<file path="src/hw/camd_consts.vh">
/*
  Constants for the addressing-mode decoder: prebyte codes, mode codes,
  group codes, fetch states, sizes and low-power codes.
  Assumes inclusion by bare name from the decoder modules.
*/
`ifndef CAMD_CONSTS_VH
`define CAMD_CONSTS_VH

// ==========================================================
// prebytes
`define CAMD_PRE_SECOND_INDEX 8'h90
`define CAMD_PRE_INDIRECT 8'h92
`define CAMD_PRE_SECOND_INDIRECT 8'h91

// ==========================================================
// addressing modes (4 bits)
`define CAMD_M_INH 4'h0
`define CAMD_M_IMM 4'h1
`define CAMD_M_DIR_S 4'h2
`define CAMD_M_DIR_L 4'h3
`define CAMD_M_IDX_0 4'h4
`define CAMD_M_IDX_S 4'h5
`define CAMD_M_IDX_L 4'h6
`define CAMD_M_IND_S 4'h7
`define CAMD_M_IND_L 4'h8
`define CAMD_M_IIX_S 4'h9
`define CAMD_M_IIX_L 4'hA
`define CAMD_M_REL_D 4'hB
`define CAMD_M_REL_I 4'hC
`define CAMD_M_BAD 4'hF

// ==========================================================
// instruction groups (4 bits), thirteen of them
`define CAMD_G_LOAD 4'h0
`define CAMD_G_STACK 4'h1
`define CAMD_G_INCDEC 4'h2
`define CAMD_G_CMP 4'h3
`define CAMD_G_LOGIC 4'h4
`define CAMD_G_BIT 4'h5
`define CAMD_G_BTJ 4'h6
`define CAMD_G_ARITH 4'h7
`define CAMD_G_SHIFT 4'h8
`define CAMD_G_JUMP 4'h9
`define CAMD_G_COND 4'hA
`define CAMD_G_INT 4'hB
`define CAMD_G_FLAG 4'hC
`define CAMD_GROUP_COUNT 13
`define CAMD_INSN_COUNT 63

// ==========================================================
// fetch states
`define CAMD_S_OPC 3'h0
`define CAMD_S_OP1 3'h1
`define CAMD_S_OP2 3'h2
`define CAMD_S_PTR1 3'h3
`define CAMD_S_PTR2 3'h4
`define CAMD_S_DONE 3'h5

// ==========================================================
// sizes and low-power codes
`define CAMD_MAX_LEN 3'h4
`define CAMD_LOW_POWER_NONE 2'h0
`define CAMD_LOW_POWER_WAIT 2'h1
`define CAMD_LOW_POWER_HALT 2'h2

`endif

</file>
<file path="src/hw/camd_opcode_table.v">
/*
  Opcode classifier: maps one opcode byte to its base addressing mode,
  group, short-only flag and legality.
  Assumes a pure combinational use from the decoder on the same clock.
  The encoding is a regular map of our own: high nibble picks the mode
  column, low nibble picks the operation.
*/
`timescale 1ns/1ps
`default_nettype none
`include "camd_consts.vh"

module camd_opcode_table (
  // opcode in
  input wire [7:0] opcode,
  // classification out
  output reg [3:0] base_mode,
  output reg [3:0] group,
  output reg short_only,
  output reg is_wait,
  output reg is_halt,
  output reg legal
);

  wire [3:0] col = opcode[7:4];
  wire [3:0] op = opcode[3:0];

  // ==========================================================
  // mode by column
  always @* begin
    legal = 1'b1;
    case (col)
      4'h0: base_mode = `CAMD_M_INH;
      4'h1: base_mode = `CAMD_M_IMM;
      4'h2: base_mode = `CAMD_M_DIR_S;
      4'h3: base_mode = `CAMD_M_DIR_L;
      4'h4: base_mode = `CAMD_M_IDX_0;
      4'h5: base_mode = `CAMD_M_IDX_S;
      4'h6: base_mode = `CAMD_M_IDX_L;
      4'h7: base_mode = `CAMD_M_REL_D;
      default: begin
        base_mode = `CAMD_M_BAD;
        legal = 1'b0;
      end
    endcase
  end

  // ==========================================================
  // group and short-only flag by operation
  always @* begin
    short_only = 1'b0;
    is_wait = 1'b0;
    is_halt = 1'b0;
    case (op)
      4'h0: group = `CAMD_G_LOAD;
      4'h1: group = `CAMD_G_CMP;
      4'h2: group = `CAMD_G_LOGIC;
      4'h3: group = `CAMD_G_ARITH;
      4'h4: begin
        group = `CAMD_G_INCDEC;
        short_only = 1'b1;
      end
      4'h5: begin
        group = `CAMD_G_BIT;
        short_only = 1'b1;
      end
      4'h6: begin
        group = `CAMD_G_BTJ;
        short_only = 1'b1;
      end
      4'h7: begin
        group = `CAMD_G_SHIFT;
        short_only = 1'b1;
      end
      4'h8: begin
        group = `CAMD_G_JUMP;
        short_only = 1'b1;
      end
      4'h9: group = `CAMD_G_COND;
      4'hA: group = `CAMD_G_STACK;
      4'hB: group = `CAMD_G_FLAG;
      4'hC: begin
        group = `CAMD_G_INT;
        is_wait = 1'b1;
      end
      4'hD: begin
        group = `CAMD_G_INT;
        is_halt = 1'b1;
      end
      default: group = `CAMD_G_INT;
    endcase
  end

endmodule // camd_opcode_table
`default_nettype wire

</file>
<file path="src/hw/camd_ea_unit.v">
/*
  Effective-address unit: index plus offset or pointer, and program
  counter plus signed relative offset.
  Assumes operands are held stable by the decoder during use.
*/
`timescale 1ns/1ps
`default_nettype none
`include "camd_consts.vh"

module camd_ea_unit (
  // operands
  input wire [7:0] index_val,
  input wire [15:0] base_val,
  input wire use_index,
  input wire [15:0] next_pc,
  input wire [7:0] rel_offset,
  // results
  output wire [15:0] ea,
  output wire [15:0] rel_target
);

  wire [15:0] idx_ext = use_index ? {8'h00, index_val} : 16'h0000;

  // short forms carry into bit 8 naturally in a 16-bit adder
  assign ea = base_val + idx_ext; // RL5 RL7 RL11
  assign rel_target = next_pc + {{8{rel_offset[7]}}, rel_offset}; // RL14 RL25

endmodule // camd_ea_unit
`default_nettype wire

</file>
<file path="src/hw/camd_decoder.v">
/*
  Instruction fetch and addressing-mode decoder for an 8-bit core.
  Fetches prebyte, opcode and operand bytes, reads pointers from memory,
  and presents effective address, length, group and mode.
  Assumes program memory answers a read in the cycle after mem_rd with
  mem_rdata; index registers come from the core on the same clock.
// Summary of operation
// RL1 - inherent: one byte, no operands fetched
// RL2 - immediate: opcode plus one operand byte
// RL3 - short direct: one address byte, 00-FF
// RL4 - long direct: two address bytes, 64K
// RL5 - indexed address is index plus offset
// RL6 - no-offset indexed: no byte, index alone
// RL7 - short indexed: one byte, carry to bit 8
// RL8 - long indexed: two-byte offset plus index
// RL9 - indirect: operand address read from memory
// RL10 - indirect: one pointer byte, byte/word pointer
// RL11 - indirect indexed: pointer plus index register
// RL12 - indirect indexed short to 1FE, long 64K
// RL13 - some groups allow short variants only
// RL14 - relative adds signed 8-bit offset to PC
// RL15 - relative indirect reads offset from memory
// RL16 - 63 instructions in thirteen groups
// RL17 - length one to four bytes
// RL18 - three prebytes alter following opcode
// RL19 - prebyte 90 selects second index
// RL20 - prebyte 92 selects indirect forms
// RL21 - prebyte 91 indirect indexed with second index
// RL22 - wait enters wait, halt stops oscillator
// RL23 - undefined byte causes a reset
// RL24 - valid but unsupported combination no reset
// RL25 - offset added to next instruction PC
*/
`timescale 1ns/1ps
`default_nettype none
`include "camd_consts.vh"

module camd_decoder (
  // clock and reset
  input wire clk,
  input wire resetn,
  // program memory
  output reg mem_rd,
  output wire [15:0] mem_addr,
  input wire [7:0] mem_rdata,
  // core side
  input wire start,
  input wire [15:0] pc_in,
  input wire [7:0] index_first,
  input wire [7:0] index_second,
  // decoded result
  output reg dec_valid,
  output reg [15:0] dec_ea_ff,
  output reg [7:0] dec_imm_ff,
  output reg [15:0] dec_next_pc_ff,
  output reg [15:0] dec_branch_pc_ff,
  output reg [2:0] dec_len_ff,
  output reg [3:0] dec_mode_ff,
  output reg [3:0] dec_group_ff,
  output reg [7:0] dec_opcode_ff,
  output reg dec_use_second_ff,
  output reg dec_unsupported_ff,
  output reg illegal_reset,
  output reg [1:0] low_power_ff
);

  // ==========================================================
  // state
  reg [2:0] state_ff, nxt_state;
  reg [15:0] pc_ff, nxt_pc;
  reg [7:0] pre_ff, nxt_pre;
  reg [7:0] opc_ff, nxt_opc;
  reg [15:0] word_ff, nxt_word;
  reg [15:0] ptr_ff, nxt_ptr;
  reg [3:0] mode_ff, nxt_mode;
  reg [2:0] len_ff, nxt_len;
  reg busy_ff, nxt_busy;
  reg [15:0] rd_addr;

  wire [3:0] t_mode;
  wire [3:0] t_group;
  wire t_short_only;
  wire t_wait;
  wire t_halt;
  wire t_legal;
  wire [15:0] ea;
  wire [15:0] rel_target;

  wire is_pre = (mem_rdata == `CAMD_PRE_SECOND_INDEX) ||
                (mem_rdata == `CAMD_PRE_INDIRECT) ||
                (mem_rdata == `CAMD_PRE_SECOND_INDIRECT); // RL18
  wire pre_y = (pre_ff == `CAMD_PRE_SECOND_INDEX) ||
               (pre_ff == `CAMD_PRE_SECOND_INDIRECT); // RL19 RL21

  camd_opcode_table u_table (
    .opcode(state_ff == `CAMD_S_OPC ? mem_rdata : opc_ff),
    .base_mode(t_mode),
    .group(t_group),
    .short_only(t_short_only),
    .is_wait(t_wait),
    .is_halt(t_halt),
    .legal(t_legal)
  );

  // indexed modes and indirect indexed use the index; others the base
  wire mode_indexed = (mode_ff == `CAMD_M_IDX_0) ||
                      (mode_ff == `CAMD_M_IDX_S) ||
                      (mode_ff == `CAMD_M_IDX_L) ||
                      (mode_ff == `CAMD_M_IIX_S) ||
                      (mode_ff == `CAMD_M_IIX_L);
  wire mode_ind = (mode_ff == `CAMD_M_IND_S) ||
                  (mode_ff == `CAMD_M_IND_L) ||
                  (mode_ff == `CAMD_M_IIX_S) ||
                  (mode_ff == `CAMD_M_IIX_L);
  wire [15:0] base_val = mode_ind ? ptr_ff : word_ff; // RL9
  wire [7:0] rel_off = (mode_ff == `CAMD_M_REL_I) ? ptr_ff[7:0] :
                       word_ff[7:0]; // RL15

  camd_ea_unit u_ea (
    .index_val(pre_y ? index_second : index_first),
    .base_val(base_val),
    .use_index(mode_indexed),
    .next_pc(pc_ff),
    .rel_offset(rel_off),
    .ea(ea),
    .rel_target(rel_target)
  );

  assign mem_addr = rd_addr;

  // ==========================================================
  // prebyte rewrite of the base mode
  function [3:0] apply_pre;
    input [7:0] pre;
    input [3:0] m;
    begin
      apply_pre = m;
      if (pre == `CAMD_PRE_INDIRECT) begin // RL20
        case (m)
          `CAMD_M_DIR_S: apply_pre = `CAMD_M_IND_S;
          `CAMD_M_DIR_L: apply_pre = `CAMD_M_IND_L;
          `CAMD_M_IDX_S: apply_pre = `CAMD_M_IIX_S;
          `CAMD_M_IDX_L: apply_pre = `CAMD_M_IIX_L;
          `CAMD_M_REL_D: apply_pre = `CAMD_M_REL_I;
          default: apply_pre = m;
        endcase
      end else if (pre == `CAMD_PRE_SECOND_INDIRECT) begin // RL21
        case (m)
          `CAMD_M_IDX_S: apply_pre = `CAMD_M_IIX_S;
          `CAMD_M_IDX_L: apply_pre = `CAMD_M_IIX_L;
          default: apply_pre = m;
        endcase
      end
    end
  endfunction

  // bytes after the opcode per mode
  function [1:0] operand_bytes;
    input [3:0] m;
    begin
      case (m)
        `CAMD_M_INH, `CAMD_M_IDX_0: operand_bytes = 2'd0; // RL1 RL6
        `CAMD_M_DIR_L, `CAMD_M_IDX_L: operand_bytes = 2'd2; // RL4 RL8
        default: operand_bytes = 2'd1; // RL2 RL3 RL7 RL10 RL12
      endcase
    end
  endfunction

  wire [3:0] eff_mode = apply_pre(pre_ff, t_mode);
  wire long_mode = (eff_mode == `CAMD_M_DIR_L) ||
                   (eff_mode == `CAMD_M_IDX_L) ||
                   (eff_mode == `CAMD_M_IND_L) ||
                   (eff_mode == `CAMD_M_IIX_L);
  // 92 or 91 prebyte that changed no mode is an unsupported pair, not illegal
  wire pre_noop = (pre_ff != 8'h00) && (pre_ff != `CAMD_PRE_SECOND_INDEX) &&
                  (eff_mode == t_mode);
  wire unsupported = (t_short_only && long_mode) || pre_noop; // RL13 RL24

  // ==========================================================
  // fetch sequencer
  always @* begin
    nxt_state = state_ff;
    nxt_pc = pc_ff;
    nxt_pre = pre_ff;
    nxt_opc = opc_ff;
    nxt_word = word_ff;
    nxt_ptr = ptr_ff;
    nxt_mode = mode_ff;
    nxt_len = len_ff;
    nxt_busy = busy_ff;
    mem_rd = 1'b0;
    rd_addr = pc_ff;
    case (state_ff)
      `CAMD_S_OPC: begin
        if (!busy_ff) begin
          if (start) begin
            mem_rd = 1'b1;
            rd_addr = pc_in;
            nxt_pc = pc_in + 16'h0001;
            nxt_busy = 1'b1;
            nxt_pre = 8'h00;
            nxt_len = 3'h1;
          end
        end else if (is_pre && pre_ff == 8'h00) begin
          nxt_pre = mem_rdata; // RL18
          mem_rd = 1'b1;
          nxt_pc = pc_ff + 16'h0001;
          nxt_len = len_ff + 3'h1;
        end else if (!t_legal) begin
          nxt_busy = 1'b0; // RL23
        end else begin
          nxt_opc = mem_rdata;
          nxt_mode = eff_mode;
          nxt_word = 16'h0000;
          if (operand_bytes(eff_mode) == 2'd0) begin
            nxt_state = `CAMD_S_DONE; // RL1
          end else begin
            mem_rd = 1'b1;
            nxt_pc = pc_ff + 16'h0001;
            nxt_len = len_ff + 3'h1;
            nxt_state = (operand_bytes(eff_mode) == 2'd2) ?
                        `CAMD_S_OP2 : `CAMD_S_OP1;
          end
        end
      end
      `CAMD_S_OP2: begin
        nxt_word = {mem_rdata, 8'h00}; // RL4 RL8
        mem_rd = 1'b1;
        nxt_pc = pc_ff + 16'h0001;
        nxt_len = len_ff + 3'h1; // RL17
        nxt_state = `CAMD_S_OP1;
      end
      `CAMD_S_OP1: begin
        nxt_word = {word_ff[15:8], mem_rdata};
        if (mode_ind || mode_ff == `CAMD_M_REL_I) begin
          mem_rd = 1'b1; // RL9
          rd_addr = {8'h00, mem_rdata};
          nxt_state = `CAMD_S_PTR1;
        end else begin
          nxt_state = `CAMD_S_DONE;
        end
      end
      `CAMD_S_PTR1: begin
        if (mode_ff == `CAMD_M_IND_L || mode_ff == `CAMD_M_IIX_L) begin
          nxt_ptr = {mem_rdata, 8'h00}; // RL10 RL12
          mem_rd = 1'b1;
          rd_addr = word_ff + 16'h0001;
          nxt_state = `CAMD_S_PTR2;
        end else begin
          nxt_ptr = {8'h00, mem_rdata};
          nxt_state = `CAMD_S_DONE;
        end
      end
      `CAMD_S_PTR2: begin
        nxt_ptr = {ptr_ff[15:8], mem_rdata};
        nxt_state = `CAMD_S_DONE;
      end
      `CAMD_S_DONE: begin
        nxt_state = `CAMD_S_OPC;
        nxt_busy = 1'b0;
      end
      default: begin
        nxt_state = `CAMD_S_OPC;
        nxt_busy = 1'b0;
      end
    endcase
  end

  // ==========================================================
  // registers and result capture
  always @(posedge clk) begin
    if (!resetn) begin
      state_ff <= `CAMD_S_OPC;
      pc_ff <= 16'h0000;
      pre_ff <= 8'h00;
      opc_ff <= 8'h00;
      word_ff <= 16'h0000;
      ptr_ff <= 16'h0000;
      mode_ff <= `CAMD_M_INH;
      len_ff <= 3'h0;
      busy_ff <= 1'b0;
      dec_valid <= 1'b0;
      dec_ea_ff <= 16'h0000;
      dec_imm_ff <= 8'h00;
      dec_next_pc_ff <= 16'h0000;
      dec_branch_pc_ff <= 16'h0000;
      dec_len_ff <= 3'h0;
      dec_mode_ff <= `CAMD_M_INH;
      dec_group_ff <= `CAMD_G_LOAD;
      dec_opcode_ff <= 8'h00;
      dec_use_second_ff <= 1'b0;
      dec_unsupported_ff <= 1'b0;
      illegal_reset <= 1'b0;
      low_power_ff <= `CAMD_LOW_POWER_NONE;
    end else begin
      state_ff <= nxt_state;
      pc_ff <= nxt_pc;
      pre_ff <= nxt_pre;
      opc_ff <= nxt_opc;
      word_ff <= nxt_word;
      ptr_ff <= nxt_ptr;
      mode_ff <= nxt_mode;
      len_ff <= nxt_len;
      busy_ff <= nxt_busy;
      dec_valid <= 1'b0;
      // one-cycle pulse; core applies the system reset
      illegal_reset <= busy_ff && (state_ff == `CAMD_S_OPC) &&
                       !(is_pre && pre_ff == 8'h00) && !t_legal; // RL23
      if (state_ff == `CAMD_S_DONE) begin
        dec_valid <= 1'b1;
        dec_ea_ff <= ea; // RL5 RL6
        dec_imm_ff <= word_ff[7:0]; // RL2
        dec_next_pc_ff <= pc_ff;
        dec_branch_pc_ff <= rel_target; // RL14 RL25
        dec_len_ff <= len_ff; // RL17
        dec_mode_ff <= mode_ff;
        dec_group_ff <= t_group; // RL16
        dec_opcode_ff <= opc_ff;
        dec_use_second_ff <= pre_y; // RL19
        // table now looks at opc_ff, so eff_mode equals mode_ff here
        dec_unsupported_ff <= unsupported; // RL13 RL24
        if (t_wait) begin
          low_power_ff <= `CAMD_LOW_POWER_WAIT; // RL22
        end else if (t_halt) begin
          low_power_ff <= `CAMD_LOW_POWER_HALT; // RL22
        end
      end else if (start) begin
        low_power_ff <= `CAMD_LOW_POWER_NONE;
      end
    end
  end

endmodule // camd_decoder
`default_nettype wire

</file>
<file path="config.mk">
export PLATFORM = sky130hd
export DESIGN_NAME = camd_decoder
export DESIGN_NICKNAME = d
export VERILOG_FILES = /design/src/hw/camd_opcode_table.v /design/src/hw/camd_ea_unit.v /design/src/hw/camd_decoder.v
export VERILOG_INCLUDE_DIRS = /design/src /design/src/hw
export SDC_FILE = /design/constraint.sdc
export NUM_CORES = 1
export LEC_CHECK = 0
export ABC_AREA = 1
export BUFFER_PORTS_ARGS = -buffer_cell sky130_fd_sc_hd__buf_2
export CORE_MARGIN = 5
export CORE_UTILIZATION = 58
export DETAILED_ROUTE_END_ITERATION = 12
export PLACE_DENSITY_LB_ADDON = 0.12
export REMOVE_ABC_BUFFERS = 1
export SYNTH_ARGS = -nofsm -noshare
export SYNTH_HDL_FRONTEND = slang
export SYNTH_SLANG_ARGS = --single-unit
export TNS_END_PERCENT = 5
</file>
<file path="constraint.sdc">
create_clock -name clk -period 4.1 [get_ports clk]
set_input_delay 0.41 -clock clk [delete_from_list [all_inputs] [get_ports clk]]
set_output_delay 0.41 -clock clk [all_outputs]
set_load 0.02 [all_outputs]
</file>
After elaboration in Yosys (flattened, before gate mapping)
Cells that the tools add are included.
Storage, ports and cells
  output and inout bits: 98
  input bits: 43
  flip-flop bits (word level): 156
  logic and storage cells: 219
Operators by class
  equality and inequality tests: 60
  multiplexer cells: 76
  reduce and logical (&&, ||, !) cells: 50
  $add $sub $neg: 6
  bitwise gates (word level): 3
Operators by type and width (number)
  16-bit two-way mux: 14
  16-bit case mux with 3 select lines: 2
  4-bit by 3-bit equality test with 1-bit output, second input constant: 16
  16-bit case mux with 2 select lines: 2
  8-bit two-way mux: 7
  4-bit equality test, second input constant: 13
  16-bit by 1-bit adder with 16-bit output, second input constant: 3
  8-bit equality test, second input constant: 6
  4-bit case mux with 12 select lines: 1
  16-bit adder: 2
  4-bit case mux with 8 select lines: 1
  3-bit two-way mux: 10
  4-bit by 2-bit equality test with 1-bit output, second input constant: 7
  2-bit two-way mux: 14
  4-bit case mux with 5 select lines: 1
  1-bit logical OR: 16
  1-bit two-way mux: 16
  3-bit case mux with 5 select lines: 1
  4-bit logical NOT: 3
  4-bit AND reduction: 3
  4-bit by 1-bit equality test with 1-bit output, second input constant: 2
  8-bit logical NOT: 1
  4-bit two-way mux: 2
  4-bit by 3-bit != test with 1-bit output, second input constant: 2
  30 further kinds: 50

Depth between registers and ports, before layout
Gate-level depths: netlist of the first run.
  depth in word-level cells: 28
  mapped depth: 21

Modules after synthesis
From an unflattened synthesis of the first run, not the netlist that was laid out.
Second synthesis, totals
  cell total of the unflattened synthesis: 1600
  area, all modules: 9874.5 um^2
By module, submodules not included
  camd_decoder: seq. area each 3123.0 um^2, cells each 1241, area each 8027.7 um^2, times used 1
  camd_ea_unit: seq. area each 0.0 um^2, cells each 322, area each 1680.4 um^2, times used 1
  camd_opcode_table: seq. area each 0.0 um^2, cells each 37, area each 166.4 um^2, times used 1

Least setup slack after synthesis of the first run
No wires, ideal clock.
  path type: register to register
  from: register pre_ff[4]
  to: register dec_ea_ff[12]
  cell stages (with the launch flop): 19
  clock period less this slack: 2912 ps
  buffers on the path: 0
  setup time: 116 ps
  data arrival time: 2796 ps
  path slack: 1188 ps
  data required time: 3984 ps
  cell sequence: dfxtp_1 -> nand2_1 -> nor3_1 -> nand2_1 -> nand2_1 -> clkinv_1 -> nand2_1 -> a21oi_1 -> ha_1 -> fa_1 -> a31oi_1 -> o21ai_0 -> nand3_1 -> inv_1 -> nand3_1 -> xor2_1 -> nand2_1 -> o211ai_1 -> inv_1
Between the ends
  cells in the longest elaborated chain, start to end: 5
  elaborated cells on any way between the ends: 6
  those cells by class: 1 x add/sub; 2 x eq/ne; 2 x mux; 1 x reduce/logical
RTL lines
  start: declaration: line camd_decoder.v:71  | reg [7:0] pre_ff, nxt_pre;
  start signal: assignment: line camd_decoder.v:298  | pre_ff <= nxt_pre;
  8-bit equality test (no source line)
  1-bit logical OR *: line camd_decoder.v:92  | wire pre_y = (pre_ff == `CAMD_PRE_SECOND_INDEX) ||
  8-bit two-way mux *: line camd_decoder.v:120  | .index_val(pre_y ? index_second : index_first),
  8-bit two-way mux *: line camd_ea_unit.v:22  | wire [15:0] idx_ext = use_index ? {8'h00, index_val} : 16'h0000;
  16-bit adder *: line camd_ea_unit.v:25  | assign ea = base_val + idx_ext;
  end signal: assignment: line camd_decoder.v:283  | dec_ea_ff <= 16'h0000;
  end signal: assignment: line camd_decoder.v:311  | dec_ea_ff <= ea;
  end: declaration: line camd_decoder.v:53  | output reg [15:0] dec_ea_ff,
Every way passes the cells marked *; elsewhere a longest branch is shown, timed or not.
A chain may end at the register's enable or synchronous reset.

Worst setup path in the final report of the first run
  from: register state_ff[1]
  to: output mem_addr[13]
Between the ends
  cells in the longest elaborated chain, start to end: 2
  elaborated cells on any way between the ends: 4
  those cells by class: 2 x eq/ne; 1 x mux; 1 x reduce/logical
RTL lines
  start: declaration: line camd_decoder.v:69  | reg [2:0] state_ff, nxt_state;
  start signal: assignment: line camd_decoder.v:273  | state_ff <= `CAMD_S_OPC;
  start signal: assignment: line camd_decoder.v:296  | state_ff <= nxt_state;
  3-bit by 2-bit equality test with 1-bit output (tied with other cells): line camd_decoder.v:193  | case (state_ff)
  16-bit case mux with 3 select lines *: line camd_decoder.v:193
  end: declaration: line camd_decoder.v:44  | output wire [15:0] mem_addr,
Marked as above.

==> results.cfg, run 1 <==
[timing]
setup_violations = 0
setup_tns_ns = 0
clock.fmax_mhz = 270.0
tightest_slew_ns = 0.9159
hold_violations = 0
slew_violations = 0
period_share = 0.9032
worst_hold_slack_ns = 0.3363
skew_ns = 0.008419
min_period_ns = 3.703
slew_headroom = 0.3894
rsz0062_at_grt = no

[drt]
ant_nets = 0
detail_route.wl_per_cell_um = 15.73
vias = 9565
drc = 0
drt-total-wl_um = 26920
vias_per_cell = 5.590
drt_first_pass_iters = 5
drtIter0Drc = 738

[critical_path]
critPathBufInv = 1
crit_required_ns = 3.69
slowest_stage = dfxtp_1
crit_type = register to output pin
cp_cell_sequence = nor2_4 -> nand2_2 -> nor2_1 -> nand3b_1 -> nor2_2 -> o21ai_0 -> nand2_1 -> a22oi_1 -> buf_2
r2r-end = dec_ea_ff[12]
start_kind = register
critPathTopFamily = simple AND/OR/NAND/NOR gates
reg2reg_depth = 19
crit_path_end_kind = output pin
rrSetupSlack_ns = 0.47
crit_path_max_incr_delay_ns = 0.75
worst-path-max-fanout = 26
worstPathArrival_ns = 3.29
reg2reg_from = pre_ff[3]

[floorplanning]
die_width_um = 135.9
row_count = 46
initial_core_util = 0.5850
core-area_um2 = 15710
die-height_um = 135.9
design.portCount = 141
die_area_um2 = 18460

[clock_tree]
cts_sinks = 156
tritoncts = yes
post_cts_resized = 0
cts_root_buffer = clkbuf_16
insertion_delay_ns = 0.44
clk_path_buf_depth = 2
cts_setup_buffers = 0
hold_buffers = 0
htreeDepth = 4
clk_pin_slew_ns = 0.07
cts_buffers = 17

[logic_synthesis]
avgSynthCellArea_um2 = 6.714
synth-simple-area-share = 0.2767
synth-edff-count = 0
ys_top_cells_by_count = 292 x nand2_1, 156 x dfxtp_1, 141 x o21ai_0
synth_fa_ha_area_frac = 0.04111
yosysSeqAreaShare = 0.3398
yosysTopAreaCell = dfxtp_1
synth_top_family_by_area = simple AND/OR/NAND/NOR gates
synth_compound_area_frac = 0.2245
synth.most_common_cell = nand2_1
synth_xor_area_frac = 0.02478
synth.area.top_cells = dfxtp_1 34%, nand2_1 12%, o21ai_0 7.7%
ys_ff_latch = 156
yosys_warnings = 0
postSynthCellCount = 1369
synth.distinct_cells = 53
ys_async_sr_fraction = 0
synth_top_area_frac = 0.3398
synthMuxAreaShare = 0
synth_ff_type = dfxtp_1
syn_area_um2 = 9191

[global_routing]
track_usage = 0.2911
grt_max_degree = 101
grt_pass1_vias = 8781
antenna_found_initial = 0
grt_pass1_wl_um = 43310
overflow = 0

[worst_hold_path]
hold_class = input port to register
worstHoldStart = mem_rdata[1]
hold_end = opc_ff[1]
min_delay_path_depth = 3

[pwr]
ir_worst_vdd_mv = 0.5078
leakagePower_uw = 0.005011
power_density_nw_per_um2 = 644.3

[placement]
placed_cell_area_um2 = 9961
detailedPlacementHpwl_um = 19530
port_buffers = 140
gp_congestion = 0.9233

[final_layout]
final_area_um2 = 10530
fin_nets = 1554
fill_cells = 1489
synthToLayoutAreaGrowth_pct = 14.51
diodes = 0
drive_gt1_frac = 0.1525

[job]
maxCapViolations = 0

[outcome]
status = finished, final reports clean
## registers in the layout (all words and copies together), names as in the netlist, 16 cells and up
register	cells
dec_branch_pc_ff	16
dec_ea_ff	16
dec_next_pc_ff	16
pc_ff	16
ptr_ff	16
word_ff	16
## final cells by class
class | instances | area (um2) | share of cell area
inverters | 150 | 565.5 | 0.05373
flip-flops and latches | 156 | 3123 | 0.2967
clock inverters | 14 | 135.1 | 0.01284
repair buffers | 151 | 783.3 | 0.07442
well taps | 216 | 270.3 | 0.02568
clock buffers | 18 | 429.2 | 0.04078
multi-input cells | 1006 | 5219 | 0.4958
## layout by cell type (no fill, tap or decap), drive strengths merged, types with 15 or more instances in the layout
cell type,Yosys,layout
nor2,136,136
ha,27,27
nand2,303,303
dfxtp,156,156
xor2,15,15
nor3,19,19
nand3,94,94
o21ai,151,151
buf,26,151
clkbuf,31,18
a21oi,140,140
inv,147,152
## routing by layer
metal,wire length [um],global-route usage,share of wire
met5,0,0,0
met2,12290,0.4671,0.46
met1,12140,0.3951,0.45
met3,1826,0.04885,0.068
met4,661,0.1081,0.025
## worst max-delay path by stage
stage | from | endpoint | depth (start not counted)
after floorplan | state_ff[2] | dec_branch_pc_ff[10] | 8
after global placement | pre_ff[4] | dec_ea_ff[12] | 18
after detailed placement | pre_ff[3] | dec_ea_ff[12] | 19
after CTS | state_ff[1] | mem_addr[13] | 9
after global routing | pre_ff[4] | dec_ea_ff[12] | 18
final | state_ff[1] | mem_addr[13] | 9
## worst min-delay path, cell delays in order
cell,delay (ns)
buf_2,0.17
nand2_1,0.09
a21oi_1,0.05
## logic make-up after synthesis
group | count (synthesis)
AND/OR/NAND/NOR | 587
AO/OA/AOI/OAI | 364
buffers and inverters | 207
flip-flops | 156
adder cells (fa/ha/maj) | 29
XOR/XNOR | 26
## metrics by stage
stage,util,setup WS [ns],cells,power [uW]
after floorplan,-,-0.7307,1312,4253
after global placement,0.6339,0.7481,1679,5175
after detailed placement,0.6339,0.5770,1679,5200
after CTS,0.6699,0.4499,1711,6751
after global routing,0.6699,0.1205,1711,7255
final,0.6699,0.3969,1711,6782
## power by group
part           internal [uW]  total [uW]  switching [uW]
logic                   1020        3290            2280
clock network            846        1540             692
registers               1720        1950             226
total                   3590        6780            3200
Note: power is estimated with default switching activity, not from simulation.
==> run 2: changes to the inputs <==
--- a/config.mk
+++ b/config.mk
@@ -9,7 +9,8 @@
 export ABC_AREA = 1
 export BUFFER_PORTS_ARGS = -buffer_cell sky130_fd_sc_hd__buf_2
 export CORE_MARGIN = 5
-export CORE_UTILIZATION = 58
+export CORE_UTILIZATION = 46
+export CTS_CLUSTER_SIZE = 25
 export DETAILED_ROUTE_END_ITERATION = 12
 export PLACE_DENSITY_LB_ADDON = 0.12
 export REMOVE_ABC_BUFFERS = 1
==> results.cfg, run 2 (synthesis results as in run 1) <==
[critical_path]
crit_required_ns = 3.69
start_kind = register
worst-path-max-fanout = 25
crit_type = register to output pin
worstPathArrival_ns = 3.31
crit_path_end_kind = output pin

[floorplanning]
initial_core_util = 0.4692
die_area_um2 = 22910
design.portCount = 141
die-height_um = 151.4
core-area_um2 = 19590
die_width_um = 151.4
row_count = 51

[global_routing]
grt_max_degree = 101
track_usage = 0.2474
antenna_found_initial = 0
grt_pass1_vias = 8482
overflow = 0
grt_pass1_wl_um = 44760

[timing]
slew_violations = 0
rsz0062_at_grt = no
period_share = 0.9065
hold_violations = 0
clock.fmax_mhz = 269.1
skew_ns = 0.007822
setup_slack_ns = 0.3834
min_period_ns = 3.717
slew_headroom = 0.3035
setup_violations = 0
tightest_slew_ns = 1.038

[placement]
preCtsSetupSlack_ns = 0.6193
dp_cells = 1731
port_buffers = 140
gp_congestion = 0.9289
detailedPlacementHpwl_um = 20700

[final_layout]
final_common_cell = nand2_1
fin_cells = 1762
synthToLayoutAreaGrowth_pct = 15.76
drive_gt1_frac = 0.1543
fin_nets = 1557
final_cell_mix = 292 x nand2_1, 156 x dfxtp_1, 141 x o21ai_0
diodes = 0

[drt]
drc = 0
drt-total-wl_um = 28180
vias = 9451
detail_route.wl_per_cell_um = 15.99
ant_nets = 0
drtIter0Drc = 794
vias_per_cell = 5.364
drt_first_pass_iters = 5

[pwr]
p_seq_frac = 0.281
p_int_uw = 3692
p_switching_uw = 3238
p_sw_frac = 0.4672
comb_power_share = 0.485
power_density_nw_per_um2 = 651.3
ir_worst_vdd_mv = 0.3724
leakagePower_uw = 0.005036
clkPwrFrac = 0.234

[job]
maxCapViolations = 0

[clock_tree]
htreeDepth = 4
post_cts_resized = 0
cts_root_buffer = clkbuf_16
cts_buffers = 17
cts_sinks = 156
cts_setup_buffers = 0
clk_pin_slew_ns = 0.07
clk_path_buf_depth = 2
insertion_delay_ns = 0.44
hold_buffers = 0
tritoncts = yes

[outcome]
status = finished, final reports clean

[worst_hold_path]
hold_class = input port to register
==> run 2: changes by cell type in the layout (fill, tap and decap cells not counted), sizes merged <==
cell,before,now
clkinv,8,4
buf,151,154
bufinv,1,2
inv,152,153
clkinvlp,3,4
==> run 2: final cells by class <==
cell class                 instances  area, um2
inverter                         150      565.5
sequential                       156       3123
clock buffer                      18      439.2
fill                            2002       8950
multi-input combinational       1006       5219
tap                              265      331.6
timing repair buffer             154      805.8
clock inverter                    13      156.4
==> run 2: path summary, 6_finish.rpt <==
check,cells after the start,from,slack [ns],to
setup / recovery,11,mode_ff[0],0.38,mem_addr[11]
hold / removal,3,mem_rdata[5],0.34,word_ff[5]
setup reg to reg,18,pre_ff[4],0.59,dec_ea_ff[12]
hold reg to reg,2,pre_ff[3],0.45,pre_ff[3]
==> run 2: worst max-delay path, cell delays in order, from the launching register on <==
cell and delay, ns:
dfxtp_1 0.40, nand2_2 0.11, o21ai_4 0.52, buf_4 0.27
and2_1 0.31, nand2_1 0.16, nand3b_1 0.28, nor2_2 0.16
o21ai_0 0.11, nand2_1 0.06, a22oi_1 0.26, buf_2 0.23
==> run 2: through the flow <==
| step | utilization | TNS [ns] | instance area [um2] | hold WS (ns) | power, uW |
|---|---|---|---|---|---|
| detailed placement | 0.5127 | 0 | 10040 | 0.4424 | 5281 |
| CTS | 0.5431 | 0 | 10640 | 0.3341 | 6928 |
| global route | 0.5431 | 0 | 10640 | 0.3461 | 7450 |
| finish | 0.5431 | 0 | 10640 | 0.3407 | 6930 |
| floorplan | - | -21.40 | 8901 | 0.4237 | 4253 |
| global placement | 0.5127 | 0 | 10040 | 0.4323 | 5269 |
==> run 2: layer usage <==
layer / track usage / vias up / wire, um
met5: 0 / - / 0
met4: 0.06664 / 0 / 463
met2: 0.3925 / 277 / 12760
li1: - / 4822 / -
met1: 0.3515 / 4319 / 13190
met3: 0.03561 / 33 / 1758
==> run 2: power groups by stage <==
| stage | Combinational (uW) | Clock [uW] | Sequential, uW |
|---|---|---|---|
| 5_1_grt | 3760 | 1720 | 1970 |
| 3_3_place_gp | 3300 | 0 | 1970 |
| 4_1_cts | 3330 | 1660 | 1940 |
| 6_report | 3360 | 1620 | 1950 |
| 3_5_place_dp | 3310 | 0 | 1970 |
| 2_1_floorplan | 2310 | 0 | 1950 |
